[config.mk]
export PLATFORM = sky130hd
export DESIGN_NAME = cfsg_core
export DESIGN_NICKNAME = d
export VERILOG_FILES = /design/src/core/cfsg_pkg.sv /design/src/core/cfsg_core.sv
export VERILOG_INCLUDE_DIRS = /design/src /design/src/core
export SDC_FILE = /design/constraint.sdc
export NUM_CORES = 1
export LEC_CHECK = 0
export BUFFER_PORTS_ARGS = -buffer_cell sky130_fd_sc_hd__buf_2
export CAP_MARGIN = 15
export CORE_AREA = 3 3 40 42
export CTS_CLUSTER_SIZE = 12
export DETAILED_ROUTE_END_ITERATION = 16
export DIE_AREA = 0 0 43 45
export REMOVE_ABC_BUFFERS = 1
export SYNTH_ARGS = -nofsm -noshare
export SYNTH_HDL_FRONTEND = slang
export SYNTH_SLANG_ARGS = --single-unit
[constraint.sdc]
create_clock -name ref_clk -period 0.9 [get_ports ref_clk]
set_input_delay 0.18 -clock ref_clk [delete_from_list [all_inputs] [get_ports ref_clk]]
set_output_delay 0.18 -clock ref_clk [all_outputs]
set_load 0.01 [all_outputs]
[src/core/cfsg_map.svh]
// Constants for the clock fan-out select and gate block.
// Included by the package and the core; definitions only.
`ifndef CFSG_MAP_SVH
`define CFSG_MAP_SVH

// Number of fan-out outputs
`define CFSG_NUM_OUT 12
// Source select codes
`define CFSG_SEL_DIFF 1'h0
`define CFSG_SEL_ALT 1'h1
// Reset values: run and drive mirror the pulled-up control defaults; the source level resets low
`define CFSG_RST_RUN 1'h1
`define CFSG_RST_DRIVE 1'h1
`define CFSG_RST_SRC 1'h0

`endif

[src/core/cfsg_pkg.sv]
// Types shared by the clock fan-out select and gate block.
// Assumes cfsg_map.svh is on the include path.
`include "cfsg_map.svh"

package cfsg_pkg;

	// Control pins, all sampled on ref_clk
	typedef struct packed {
		logic sel;
		logic drive_en;
		logic halt_n;
	} cfsg_ctrl_t;

	// Clock source pins
	typedef struct packed {
		logic diff_p;
		logic diff_n;
		logic alt_single_ended_clock;
	} cfsg_src_t;

	typedef enum logic {
		CFSG_STOPPED = 1'b0,
		CFSG_RUNNING = 1'b1
	} cfsg_gate_t;

endpackage : cfsg_pkg

[src/core/cfsg_core.sv]
// Clock fan-out buffer: source select, runt-free halt gate, output enable.
// Assumes all pins are synchronous to ref_clk, which oversamples sources.
`include "cfsg_map.svh"

module cfsg_core
	import cfsg_pkg::*;
#(
	parameter int NUM_OUT = `CFSG_NUM_OUT
) (
	input wire logic ref_clk,
	input wire logic rst,
	input wire cfsg_src_t src_in,
	input wire cfsg_ctrl_t ctrl,
	output logic [NUM_OUT-1:0] fanout_clock_outputs,
	output logic [NUM_OUT-1:0] fanout_clock_oe
);

	// Refuse widths that the fan-out cannot serve
	if (NUM_OUT < 1) begin : g_bad_num_out
		$error("cfsg_core: NUM_OUT must be at least 1");
	end

	logic src_reg;
	logic src_next;
	logic src_fall;
	cfsg_gate_t gate_reg;
	cfsg_gate_t gate_next;
	logic [NUM_OUT-1:0] clk_reg;
	logic [NUM_OUT-1:0] clk_next;
	logic [NUM_OUT-1:0] oe_reg;
	logic [NUM_OUT-1:0] oe_next;

	// Selected source level as seen by ref_clk
	always_comb begin
		src_next = src_reg;
		unique case (ctrl.sel)
			`CFSG_SEL_ALT: begin
				src_next = src_in.alt_single_ended_clock;
			end
			`CFSG_SEL_DIFF: begin
				// Equal pair levels carry no edge; hold the last level
				if (src_in.diff_p != src_in.diff_n) begin
					src_next = src_in.diff_p;
				end
			end
		endcase
		src_fall = src_reg && !src_next;
	end

	always_ff @(posedge ref_clk or posedge rst) begin
		if (rst) begin
			src_reg <= `CFSG_RST_SRC;
		end else begin
			src_reg <= src_next;
		end
	end

	// Halt gate; it moves only at a falling edge, so the output is low then
	always_comb begin
		gate_next = gate_reg;
		if (src_fall) begin
			gate_next = ctrl.halt_n ? CFSG_RUNNING : CFSG_STOPPED;
		end
	end

	always_ff @(posedge ref_clk or posedge rst) begin
		if (rst) begin
			gate_reg <= cfsg_gate_t'(`CFSG_RST_RUN);
		end else begin
			gate_reg <= gate_next;
		end
	end

	// Output copies and drive enables, registered so pins come from flops
	always_comb begin
		clk_next = '0;
		if (gate_next == CFSG_RUNNING) begin
			clk_next = {NUM_OUT{src_next}};
		end
		oe_next = {NUM_OUT{ctrl.drive_en}};
	end

	always_ff @(posedge ref_clk or posedge rst) begin
		if (rst) begin
			clk_reg <= '0;
			oe_reg <= {NUM_OUT{`CFSG_RST_DRIVE}};
		end else begin
			clk_reg <= clk_next;
			oe_reg <= oe_next;
		end
	end

	assign fanout_clock_outputs = clk_reg;
	assign fanout_clock_oe = oe_reg;
endmodule : cfsg_core

==> results of run 1 <==
[cell usage in the layout (no fill, tap or decap)]
cell type,count
sky130_fd_sc_hd__buf_2,31
sky130_fd_sc_hd__clkbuf_4,3
sky130_fd_sc_hd__dfstp_2,2
sky130_fd_sc_hd__buf_4,2
sky130_fd_sc_hd__nor2b_4,1
sky130_fd_sc_hd__nor2_1,1
sky130_fd_sc_hd__a21oi_2,1
sky130_fd_sc_hd__o21ai_1,1
sky130_fd_sc_hd__nor2b_1,1
sky130_fd_sc_hd__nor3b_2,1
sky130_fd_sc_hd__o21ai_2,1
sky130_fd_sc_hd__mux2_4,1
sky130_fd_sc_hd__and3b_2,1
sky130_fd_sc_hd__inv_1,1
sky130_fd_sc_hd__clkbuf_1,1
sky130_fd_sc_hd__dfrtp_2,1
sky130_fd_sc_hd__dlygate4sd3_1,1
sky130_fd_sc_hd__dfrtp_1,1
[per-stage QoR]
step	setup TNS [ps]	utilization, %	hold WS, ps	area [um^2]
detailed placement	-274	29.2	73.3	375
floorplan	-5420	-	-55.4	186
global placement	-150	29.2	66.9	375
global route	-5440	32.4	44.2	417
finish	-4360	32.4	47.3	417
CTS	-4840	32.1	38.0	413
[cell families (layout without fill, tap and decap cells)]
kind of cell | Yosys count | in the layout | synth area share, %
compound gates | 3 | 3 | 5.34
buf+inv | 23 | 39 | 48.0
flops | 4 | 4 | 29.2
mux | 1 | 1 | 4.27
simple gates | 5 | 5 | 13.2
[cell type report]
type	count	area [um^2]	area share, %
repair buffers	34	180	43.2
flip-flops and latches	4	104	24.9
multi-input cells	9	83.8	20.1
clock buffers	4	26.3	6.31
well taps	15	18.8	4.50
inverters	1	3.75	0.901
[where the power goes]
part           total, mW  leakage [nW]  internal (mW)  switching, mW
clock network      0.244        0.0150          0.167         0.0775
registers          0.249        0.0437          0.217         0.0327
logic              0.263         0.184          0.133          0.131
total              0.757         0.242          0.516          0.241
[routing by layer]
| layer | vias to the layer above | global-route usage, % | wire (um) | share of wire (%) |
|---|---|---|---|---|
| met5 | - | 0 | 0 | 0 |
| met4 | 0 | 5.42 | 0 | 0 |
| met3 | 0 | 3.59 | 172 | 28 |
| met2 | 32 | 7.78 | 223 | 36 |
| met1 | 103 | 6.10 | 217 | 35 |
| li1 | 123 | - | - | - |
[repair_timing]
| action | 4_1_cts | 5_1_grt |
|---|---|---|
| hold endpoints to repair | 2 | 0 |
| resized for setup | 1 | 1 |
| pin swaps | 1 | 0 |
| hold buffers | 1 | 0 |
| buffers inserted | 0 | 0 |
| setup endpoints to repair | 25 | 26 |
[final timing paths]
check / depth (start not counted) / slack, ps / to / start
max in group asynchronous: 3 / 300 / gate_reg / rst
min: 1 / 50 / fanout_clock_oe[0] / ctrl[1]
max reg2reg: 3 / -10 / fanout_clock_outputs[10] / src_reg
max: 1 / -250 / fanout_clock_oe[1] / fanout_clock_oe[0]
min reg2reg: 1 / 590 / fanout_clock_outputs[10] / gate_reg
min in group asynchronous: 3 / 370 / src_reg / rst
==> impl_summary.log, run 1 <==
[metrics] status: finished with violations
[metrics] failing checks: negative setup slack
[metrics] final-report hold violation count: 0
[metrics] Synth area leader: sky130_fd_sc_hd__buf_4
[metrics] fraction of post-synthesis cell area in the top cell type by area: 47.0%
[metrics] sum of internal, switching and leakage power: 757 uW
[metrics] startpoint-to-endpoint class of the critical path: reg -> out
[metrics] synth cell count leaders: sky130_fd_sc_hd__buf_4 (22), sky130_fd_sc_hd__dfrtp_1 (2), sky130_fd_sc_hd__dfstp_2 (2)
[metrics] number of buffers and inverters on the critical path: 1
[metrics] kind of cell adding the most delay to the critical path: flip-flops
[metrics] CP Max Fanout: 12
[metrics] Setup Slack @ Placement: -55.6 ps
[metrics] remaining global-route overflow: 0
[metrics] library cell used as clock root buffer: sky130_fd_sc_hd__clkbuf_4
[metrics] Detailed Route WL: 612 um
[metrics] Detail Route Antenna Nets: 0
[metrics] critical path capture point type: primary output
[metrics] DRT Pass-1 Iters: 1
[metrics] Leak Pwr: 0.242 nW
[metrics] share of the clock period used by the worst path: 128%
[metrics] top_reg_cell synth: sky130_fd_sc_hd__dfstp_2
[metrics] Async SR Flop Fraction: 100%
[metrics] Critical-path top delay cell: sky130_fd_sc_hd__dfstp_2
[metrics] power density relative to cell area: 1820 nW/um^2
[metrics] delay of the slowest cell on the worst path: 590 ps
[metrics] maximum number of pins on one net before global-route repair: 13
[metrics] Worst Setup Start Kind: flop
[metrics] chain of cells forming the critical path: buf_2
[metrics] die boundary height: 45 um
[metrics] Max Freq: 869 MHz
[metrics] Slew headroom: 90.1%
[metrics] Final Worst Setup Slack: -251 ps
[metrics] number of levels the H-tree was split into: 1
[metrics] Iter 0 DRT Violations: 0
[metrics] average size of a mapped cell: 9.77 um^2
[metrics] growth of design area from synthesis to finish: 18.5%
[metrics] sequential share of the synthesized area: 29.2%
[metrics] latest clock arrival within the worst-skew pair: 230 ps
[metrics] required arrival time at the worst endpoint: 720 ps
[metrics] die width: 43 um
[metrics] number of diodes: 0
[metrics] number of max-capacitance violations reported: 0
[metrics] register bit total from synthesis: 4
[metrics] filler cell count: 137
[metrics] TritonCTS clock tree: built
[metrics] peak supply drop: 0.494 mV
[metrics] clk sink count: 4
[metrics] Site Rows: 13
[metrics] leading cell types by total area after synthesis: sky130_fd_sc_hd__buf_4 (47%), sky130_fd_sc_hd__dfstp_2 (15%), sky130_fd_sc_hd__dfrtp_1 (14%)
[metrics] area of the placeable core: 1280 um^2
[metrics] count of input and output buffers: 31
[metrics] via count of the first global-routing pass: 179
[metrics] final critical-path required period: 1150 ps
[metrics] GP Congestion: 0.639
[metrics] initial cell density of the core: 27.4%
[metrics] wire length of the first global-routing pass: 717 um
[metrics] Post-synth EDFFs: 0
[metrics] Cell Count, Final, Fillers Out: 67
[metrics] total number of yosys warnings: 0
[metrics] count of unresolved DRC violations after routing: 0
[metrics] unrepaired setup endpoints after global routing: true
[metrics] total count of max-transition violations in the final report: 0
[metrics] Vias per Instance: 3.85
[metrics] Final setup violation count: 25
[metrics] Netlist Area Pre-Place: 352 um^2
[metrics] share of post-route cells with drive strength above 1: 86.5%
[metrics] Wirelength per Cell: 9.13 um
[metrics] number of vias in the routed layout: 258
[metrics] number of nets in the layout: 61
[metrics] I/O pin count: 32
[metrics] CTS buffer count: 3
[metrics] Worst EP arrival: 970 ps
[metrics] class of the most critical hold timing path: in -> reg
[metrics] area enclosed by the die boundary: 1940 um^2
[metrics] worst slew pin tran: 147 ps
[metrics] number of different library cells in the post-synthesis netlist: 13
[metrics] number of placed instances, taps included: 62
[metrics] number of buffers on the longest clock path: 2
[metrics] most repeated cell in the gate-level netlist after synthesis: sky130_fd_sc_hd__buf_4
[metrics] clock transition at the registers of the reported paths: 40 ps
[metrics] initial antenna violation count: 0
[metrics] total routing resource utilization after global routing: 5.77%
[metrics] setup skew after layout: 2.76 ps
[metrics] cell count after synthesis: 36
Note: power is estimated with default switching activity, not from simulation.
==> run 2: changes to the inputs <==
--- a/config.mk
+++ b/config.mk
@@ -6,6 +6,7 @@
 export SDC_FILE = /design/constraint.sdc
 export NUM_CORES = 1
 export LEC_CHECK = 0
+export ABC_AREA = 1
 export BUFFER_PORTS_ARGS = -buffer_cell sky130_fd_sc_hd__buf_2
 export CAP_MARGIN = 15
 export CORE_AREA = 3 3 40 42
@@ -13,6 +14,7 @@
 export DETAILED_ROUTE_END_ITERATION = 16
 export DIE_AREA = 0 0 43 45
 export REMOVE_ABC_BUFFERS = 1
+export SETUP_SLACK_MARGIN = 0.5
 export SYNTH_ARGS = -nofsm -noshare
 export SYNTH_HDL_FRONTEND = slang
 export SYNTH_SLANG_ARGS = --single-unit
==> run 2 against run 1 <==
Effect of this change: the run ends with negative hold slack, negative setup slack left; via count up 6.2%; synthesized cell count up 19%; sequential cell count unchanged; synthesized area down 0.71%; routed wire length up 15%; global-route usage down 0.83 points; sequential power down 8%; clock power up 4%; fmax down 0.47%; combinational power up 40%; worst setup slack worse by 5.4 ps; largest power group unchanged.
==> impl_summary.log, run 2 <==
[metrics] final instance area: 479 um^2
[metrics] CTS buffer count: 3
[metrics] area of the placeable core: 1280 um^2
[metrics] latest clock arrival within the worst-skew pair: 240 ps
[metrics] number of vias in the routed layout: 274
[metrics] GP Congestion: 0.600
[metrics] synth cell count leaders: sky130_fd_sc_hd__buf_4 (22), sky130_fd_sc_hd__inv_1 (5), sky130_fd_sc_hd__nand2_1 (4)
[metrics] total count of max-transition violations in the final report: 0
[metrics] chain of cells forming the critical path: buf_2
[metrics] critical path capture point type: primary output
[metrics] failing checks: negative hold slack, negative setup slack
[metrics] final critical-path required period: 1160 ps
[metrics] Async SR Flop Fraction: 100%
[metrics] detailed-routed wire length on met2: 400 um
[metrics] Detail Placement HPWL: 474 um
[metrics] Site Rows: 13
[metrics] clk sink count: 4
[metrics] wire length of the first global-routing pass: 662 um
[metrics] Iter 0 DRT Violations: 1
[metrics] initial antenna violation count: 0
[metrics] remaining global-route overflow: 0
[metrics] number of buffers and inverters on the critical path: 1
[metrics] Final Worst Setup Slack: -257 ps
[metrics] most repeated cell in the gate-level netlist after synthesis: sky130_fd_sc_hd__buf_4
[metrics] Critical-path top delay cell: sky130_fd_sc_hd__dfstp_2
[metrics] leading cell types by total area after synthesis: sky130_fd_sc_hd__buf_4 (47%), sky130_fd_sc_hd__dfstp_2 (15%), sky130_fd_sc_hd__dfrtp_1 (14%)
[metrics] power density relative to cell area: 1780 nW/um^2
[metrics] placed instance area: 358 um^2
[metrics] average size of a mapped cell: 8.12 um^2
[metrics] count of input and output buffers: 31
[metrics] number of nets in the layout: 68
[metrics] Final setup violation count: 26
[metrics] die width: 43 um
[metrics] number of diodes: 0
[metrics] setup skew after layout: 3.32 ps
[metrics] Metal-1 WL: 233 um
[metrics] growth of design area from synthesis to finish: 37.3%
[metrics] library cell used as clock root buffer: sky130_fd_sc_hd__clkbuf_4
[metrics] sum of internal, switching and leakage power: 851 uW
[metrics] TritonCTS clock tree: built
[metrics] uppermost metal layer occupied by signal nets: met3
[metrics] Post-synth EDFFs: 0
[metrics] worst slew pin tran: 141 ps
[metrics] number of different library cells in the post-synthesis netlist: 11
[metrics] final hold slack: -192 ps
[metrics] fraction of post-synthesis cell area in the top cell type by area: 47.3%
[metrics] required arrival time at the worst endpoint: 720 ps
[metrics] unrepaired setup endpoints after global routing: true
[metrics] initial cell density of the core: 27.2%
[metrics] leading cell types in the layout, fill and taps excluded: sky130_fd_sc_hd__buf_2 (23), sky130_fd_sc_hd__buf_6 (10), sky130_fd_sc_hd__nand2_2 (4), sky130_fd_sc_hd__inv_1 (4), sky130_fd_sc_hd__clkbuf_4 (3)
[metrics] Detail Route Antenna Nets: 0
[metrics] status: finished with violations
[metrics] clock transition at the registers of the reported paths: 40 ps
[metrics] Vias per Instance: 3.70
[metrics] Netlist Area Pre-Place: 349 um^2
[metrics] Synth area leader: sky130_fd_sc_hd__buf_4
[metrics] share of post-route cells with drive strength above 1: 83.1%
[metrics] top_reg_cell synth: sky130_fd_sc_hd__dfstp_2
[metrics] Met3 Routed Length: 68 um
[metrics] Leak Pwr: 0.277 nW
[metrics] delay of the slowest cell on the worst path: 590 ps
[metrics] Slew headroom: 90.5%
[metrics] peak supply drop: 0.940 mV
[metrics] Max Freq: 864 MHz
[metrics] number of buffers on the longest clock path: 2
[metrics] area enclosed by the die boundary: 1940 um^2
[metrics] via count of the first global-routing pass: 193
[metrics] CP Max Fanout: 12
[metrics] total number of yosys warnings: 0
[metrics] sequential share of the synthesized area: 29.4%
[metrics] kind of cell adding the most delay to the critical path: flip-flops
[metrics] accumulated negative setup slack: -5350 ps
[metrics] class of the most critical hold timing path: in -> async
[metrics] number of max-capacitance violations reported: 0
[metrics] cell count after synthesis: 43
[metrics] commonest non-fill, non-tap cell in the layout: sky130_fd_sc_hd__buf_2
[metrics] Detailed Route WL: 702 um
[metrics] number of levels the H-tree was split into: 1
[metrics] Wirelength per Cell: 9.49 um
[metrics] count of unresolved DRC violations after routing: 0
[metrics] final-report hold violation count: 2
[metrics] DRT Pass-1 Iters: 2
[metrics] Worst Setup Start Kind: flop
[metrics] register bit total from synthesis: 4
[metrics] total routing resource utilization after global routing: 4.94%
[metrics] share of the clock period used by the worst path: 129%
[metrics] Worst EP arrival: 980 ps
[metrics] filler cell count: 138
[metrics] die boundary height: 45 um
[metrics] maximum number of pins on one net before global-route repair: 13
[metrics] I/O pin count: 32
[metrics] startpoint-to-endpoint class of the critical path: reg -> out
## run 2: final timing paths
kind | from | to | slack [ps] | cells after the start
worst max-delay path | fanout_clock_oe[0] | fanout_clock_oe[4] | -260 | 1
worst min-delay path | rst | src_reg | -190 | 2
worst max register to register | src_reg | fanout_clock_outputs[10] | -70 | 6
worst min register to register | gate_reg | gate_reg | 570 | 4
max in group asynchronous | rst | fanout_clock_oe[0] | 870 | 2
min in group ref_clk | ctrl[1] | fanout_clock_oe[0] | 40 | 1
## run 2: stage by stage
stage	instances	setup slack, ps	util [%]
finish	74	-257	37.3
global placement	67	-61.5	27.8
floorplan	21	-282	-
CTS	71	-276	30.5
detailed placement	67	-71.6	27.8
global route	74	-311	37.3
## run 2: where the power goes
part	leakage, nW	internal [mW]	switching (mW)
registers	0.0447	0.213	0.0159
logic	0.218	0.194	0.174
clock network	0.0150	0.167	0.0868
total	0.277	0.575	0.277
## run 2: layer usage
metal	up-vias	track usage, %
met5	-	0
met4	0	1.81
met3	0	5.18
met2	15	8.38
met1	121	3.67
li1	138	-
## run 2: cells by family (layout without fill, tap and decap cells)
family	count (synthesis)	count (layout)	share of synthesized area [%]
buf+inv	27	43	52.7
simple gates	11	11	15.8
flops	4	4	29.4
compound gates	1	1	2.15
## run 2: cell type report
type                    count  area [um^2]  area share [%]
repair buffers             34          235            49.1
flip-flops and latches      4          104            21.7
multi-input cells          12         76.3            15.9
clock buffers               4         26.3            5.48
inverters                   5         18.8            3.92
well taps                  15         18.8            3.92
## run 2: repair_timing
item / CTS / global route
pin swaps: 0 / 1
gates cloned: 0 / 0
gates resized for setup: 3 / 15
setup buffers: 0 / 3
endpoints found under the hold margin: 2 / 2
endpoints found under the setup margin: 27 / 27
==> run 3: changes to the inputs <==
--- a/config.mk
+++ b/config.mk
@@ -15,6 +15,7 @@
 export DIE_AREA = 0 0 43 45
 export REMOVE_ABC_BUFFERS = 1
 export SETUP_SLACK_MARGIN = 0.5
+export SKIP_LAST_GASP = 1
 export SYNTH_ARGS = -nofsm -noshare
 export SYNTH_HDL_FRONTEND = slang
 export SYNTH_SLANG_ARGS = --single-unit
==> run 3 against run 2 <==
Effect of this change: the flow still finishes with violations (negative hold slack, negative setup slack); combinational power decreased by 6.5%; hold slack lost 1.2 ps; worst setup slack about the same; critical path depth unchanged; final area decreased by 3.4%; first-iteration DRC count stayed put; clock skew is essentially flat; clock power barely moved; fmax about the same; global-route usage did not move; largest power group unchanged.
==> impl_summary.log, run 3 (synthesized netlist as in run 2, its figures left out) <==
[metrics] Leak Pwr: 0.274 nW
[metrics] sum of internal, switching and leakage power: 825 uW
[metrics] count of input and output buffers: 31
[metrics] I/O pin count: 32
[metrics] Final Worst Setup Slack: -257 ps
[metrics] CTS buffer count: 3
[metrics] chain of cells forming the critical path: buf_2
[metrics] Reg-to-Reg Start: src_reg
[metrics] library cell used as clock root buffer: sky130_fd_sc_hd__clkbuf_4
[metrics] CP Max Fanout: 12
[metrics] commonest non-fill, non-tap cell in the layout: sky130_fd_sc_hd__buf_2
[metrics] startpoint-to-endpoint class of the critical path: reg -> out
[metrics] final-report hold violation count: 2
[metrics] clock transition at the registers of the reported paths: 40 ps
[metrics] worst slew pin tran: 141 ps
[metrics] total routing resource utilization after global routing: 4.94%
[metrics] status: finished with violations
[metrics] filler cell count: 141
[metrics] required arrival time at the worst endpoint: 720 ps
[metrics] area enclosed by the die boundary: 1940 um^2
[metrics] Final setup violation count: 26
[metrics] DRT Pass-1 Iters: 2
[metrics] via count of the first global-routing pass: 193
[metrics] Vias per Instance: 3.80
[metrics] number of buffers and inverters on the critical path: 1
[metrics] class of the most critical hold timing path: in -> async
[metrics] clk sink count: 4
[metrics] setup skew after layout: 3.34 ps
[metrics] destination of the critical timing path: fanout_clock_oe[4]
[metrics] reg-to-reg setup timing slack: -70 ps
[metrics] initial cell density of the core: 27.2%
[metrics] number of levels the H-tree was split into: 1
[metrics] final critical-path required period: 1160 ps
[metrics] storage element area: 104 um^2
[metrics] Wirelength per Cell: 8.97 um
[metrics] number of diodes: 0
[metrics] total count of max-transition violations in the final report: 0
[metrics] Detail Route Antenna Nets: 0
[metrics] placed instance area: 358 um^2
[metrics] peak supply drop: 0.930 mV
[metrics] number of max-capacitance violations reported: 0
[metrics] unrepaired setup endpoints after global routing: true
[metrics] final hold slack: -193 ps
[metrics] die boundary height: 45 um
[metrics] critical path capture point type: primary output
[metrics] TritonCTS clock tree: built
[metrics] worst reg2reg path depth: 6
[metrics] WP depth: 1
[metrics] kind of cell adding the most delay to the critical path: flip-flops
[metrics] initial antenna violation count: 0
[metrics] leading cell types in the layout, fill and taps excluded: sky130_fd_sc_hd__buf_2 (25), sky130_fd_sc_hd__buf_6 (7), sky130_fd_sc_hd__nand2_2 (4), sky130_fd_sc_hd__inv_1 (4), sky130_fd_sc_hd__clkbuf_4 (3)
[metrics] wire length of the first global-routing pass: 662 um
[metrics] footprint of the multi-input gates: 76.3 um^2
[metrics] final instance area: 463 um^2
[metrics] delay of the slowest cell on the worst path: 590 ps
[metrics] capture point of the worst reg-to-reg path: fanout_clock_outputs[10]
[metrics] failing checks: negative hold slack, negative setup slack
[metrics] GP Congestion: 0.600
[metrics] number of vias in the routed layout: 281
[metrics] number of buffers on the longest clock path: 2
[metrics] Worst Setup Start Kind: flop
[metrics] Setup Slack @ Placement: -71.6 ps
[metrics] Slew headroom: 90.5%
[metrics] Site Rows: 13
[metrics] Detail Placement HPWL: 474 um
[metrics] worst setup path startpoint: fanout_clock_oe[0]
[metrics] Worst EP arrival: 980 ps
[metrics] maximum number of pins on one net before global-route repair: 13
[metrics] Iter 0 DRT Violations: 1
[metrics] number of nets in the layout: 68
[metrics] area of the placeable core: 1280 um^2
[metrics] power density relative to cell area: 1780 nW/um^2
[metrics] Max Freq: 864 MHz
[metrics] Detailed Route WL: 664 um
[metrics] die width: 43 um
[metrics] count of unresolved DRC violations after routing: 0
[metrics] share of the clock period used by the worst path: 129%
[metrics] share of post-route cells with drive strength above 1: 83.1%
[metrics] growth of design area from synthesis to finish: 32.6%
[metrics] Critical-path top delay cell: sky130_fd_sc_hd__dfstp_2
[metrics] latest clock arrival within the worst-skew pair: 240 ps
[metrics] remaining global-route overflow: 0
run 3: cell count changes in the layout (fill, tap and decap cells not counted):
cell,previous run,this run
sky130_fd_sc_hd__buf_6,10,7
sky130_fd_sc_hd__buf_2,23,25
sky130_fd_sc_hd__buf_4,1,2
run 3: worst min path at each step:
stage	endpoint	slack, ps	cells after the start
after CTS	src_reg	-200	2
after floorplan	fanout_clock_outputs[10]	-60	1
after global routing	src_reg	-200	2
final	src_reg	-190	2
after global placement	src_reg	60	2
after detailed placement	src_reg	70	2
run 3: repair_timing:
item                                    4_1_cts  5_1_grt
setup buffers                                 0        3
hold endpoints to repair                      2        2
pin swaps                                     0        1
endpoints found under the setup margin       27       27
resized for setup                             2       13
run 3: report_power, final:
part	internal, mW	total (mW)	switching [mW]
Clock	0.167	0.254	0.0868
Sequential	0.213	0.227	0.0146
Combinational	0.176	0.344	0.168
run 3: through the flow:
stage / std cells / utilization (%) / hold WS [ps] / TNS (ps)
2_1_floorplan: 21 / - / -55.4 / -5430
3_3_place_gp: 67 / 27.8 / 61.6 / -163
3_5_place_dp: 67 / 27.8 / 65.1 / -327
4_1_cts: 71 / 30.3 / -196 / -5060
5_1_grt: 74 / 36.0 / -196 / -6710
6_report: 74 / 36.0 / -193 / -5350
run 3: layer usage:
| metal | vias up | track usage [%] | part of all wire (%) |
|---|---|---|---|
| met5 | - | 0 | 0 |
| met4 | 0 | 1.81 | 0.60 |
| met3 | 2 | 5.18 | 11 |
| met2 | 17 | 8.38 | 56 |
| met1 | 124 | 3.67 | 33 |
| li1 | 138 | - | - |
run 3: area by class of cell:
cell class,instances,area share (%)
timing repair buffer,34,47.3
sequential,4,22.4
multi-input combinational,12,16.5
clock buffer,4,5.68
inverter,5,4.05
tap,15,4.05
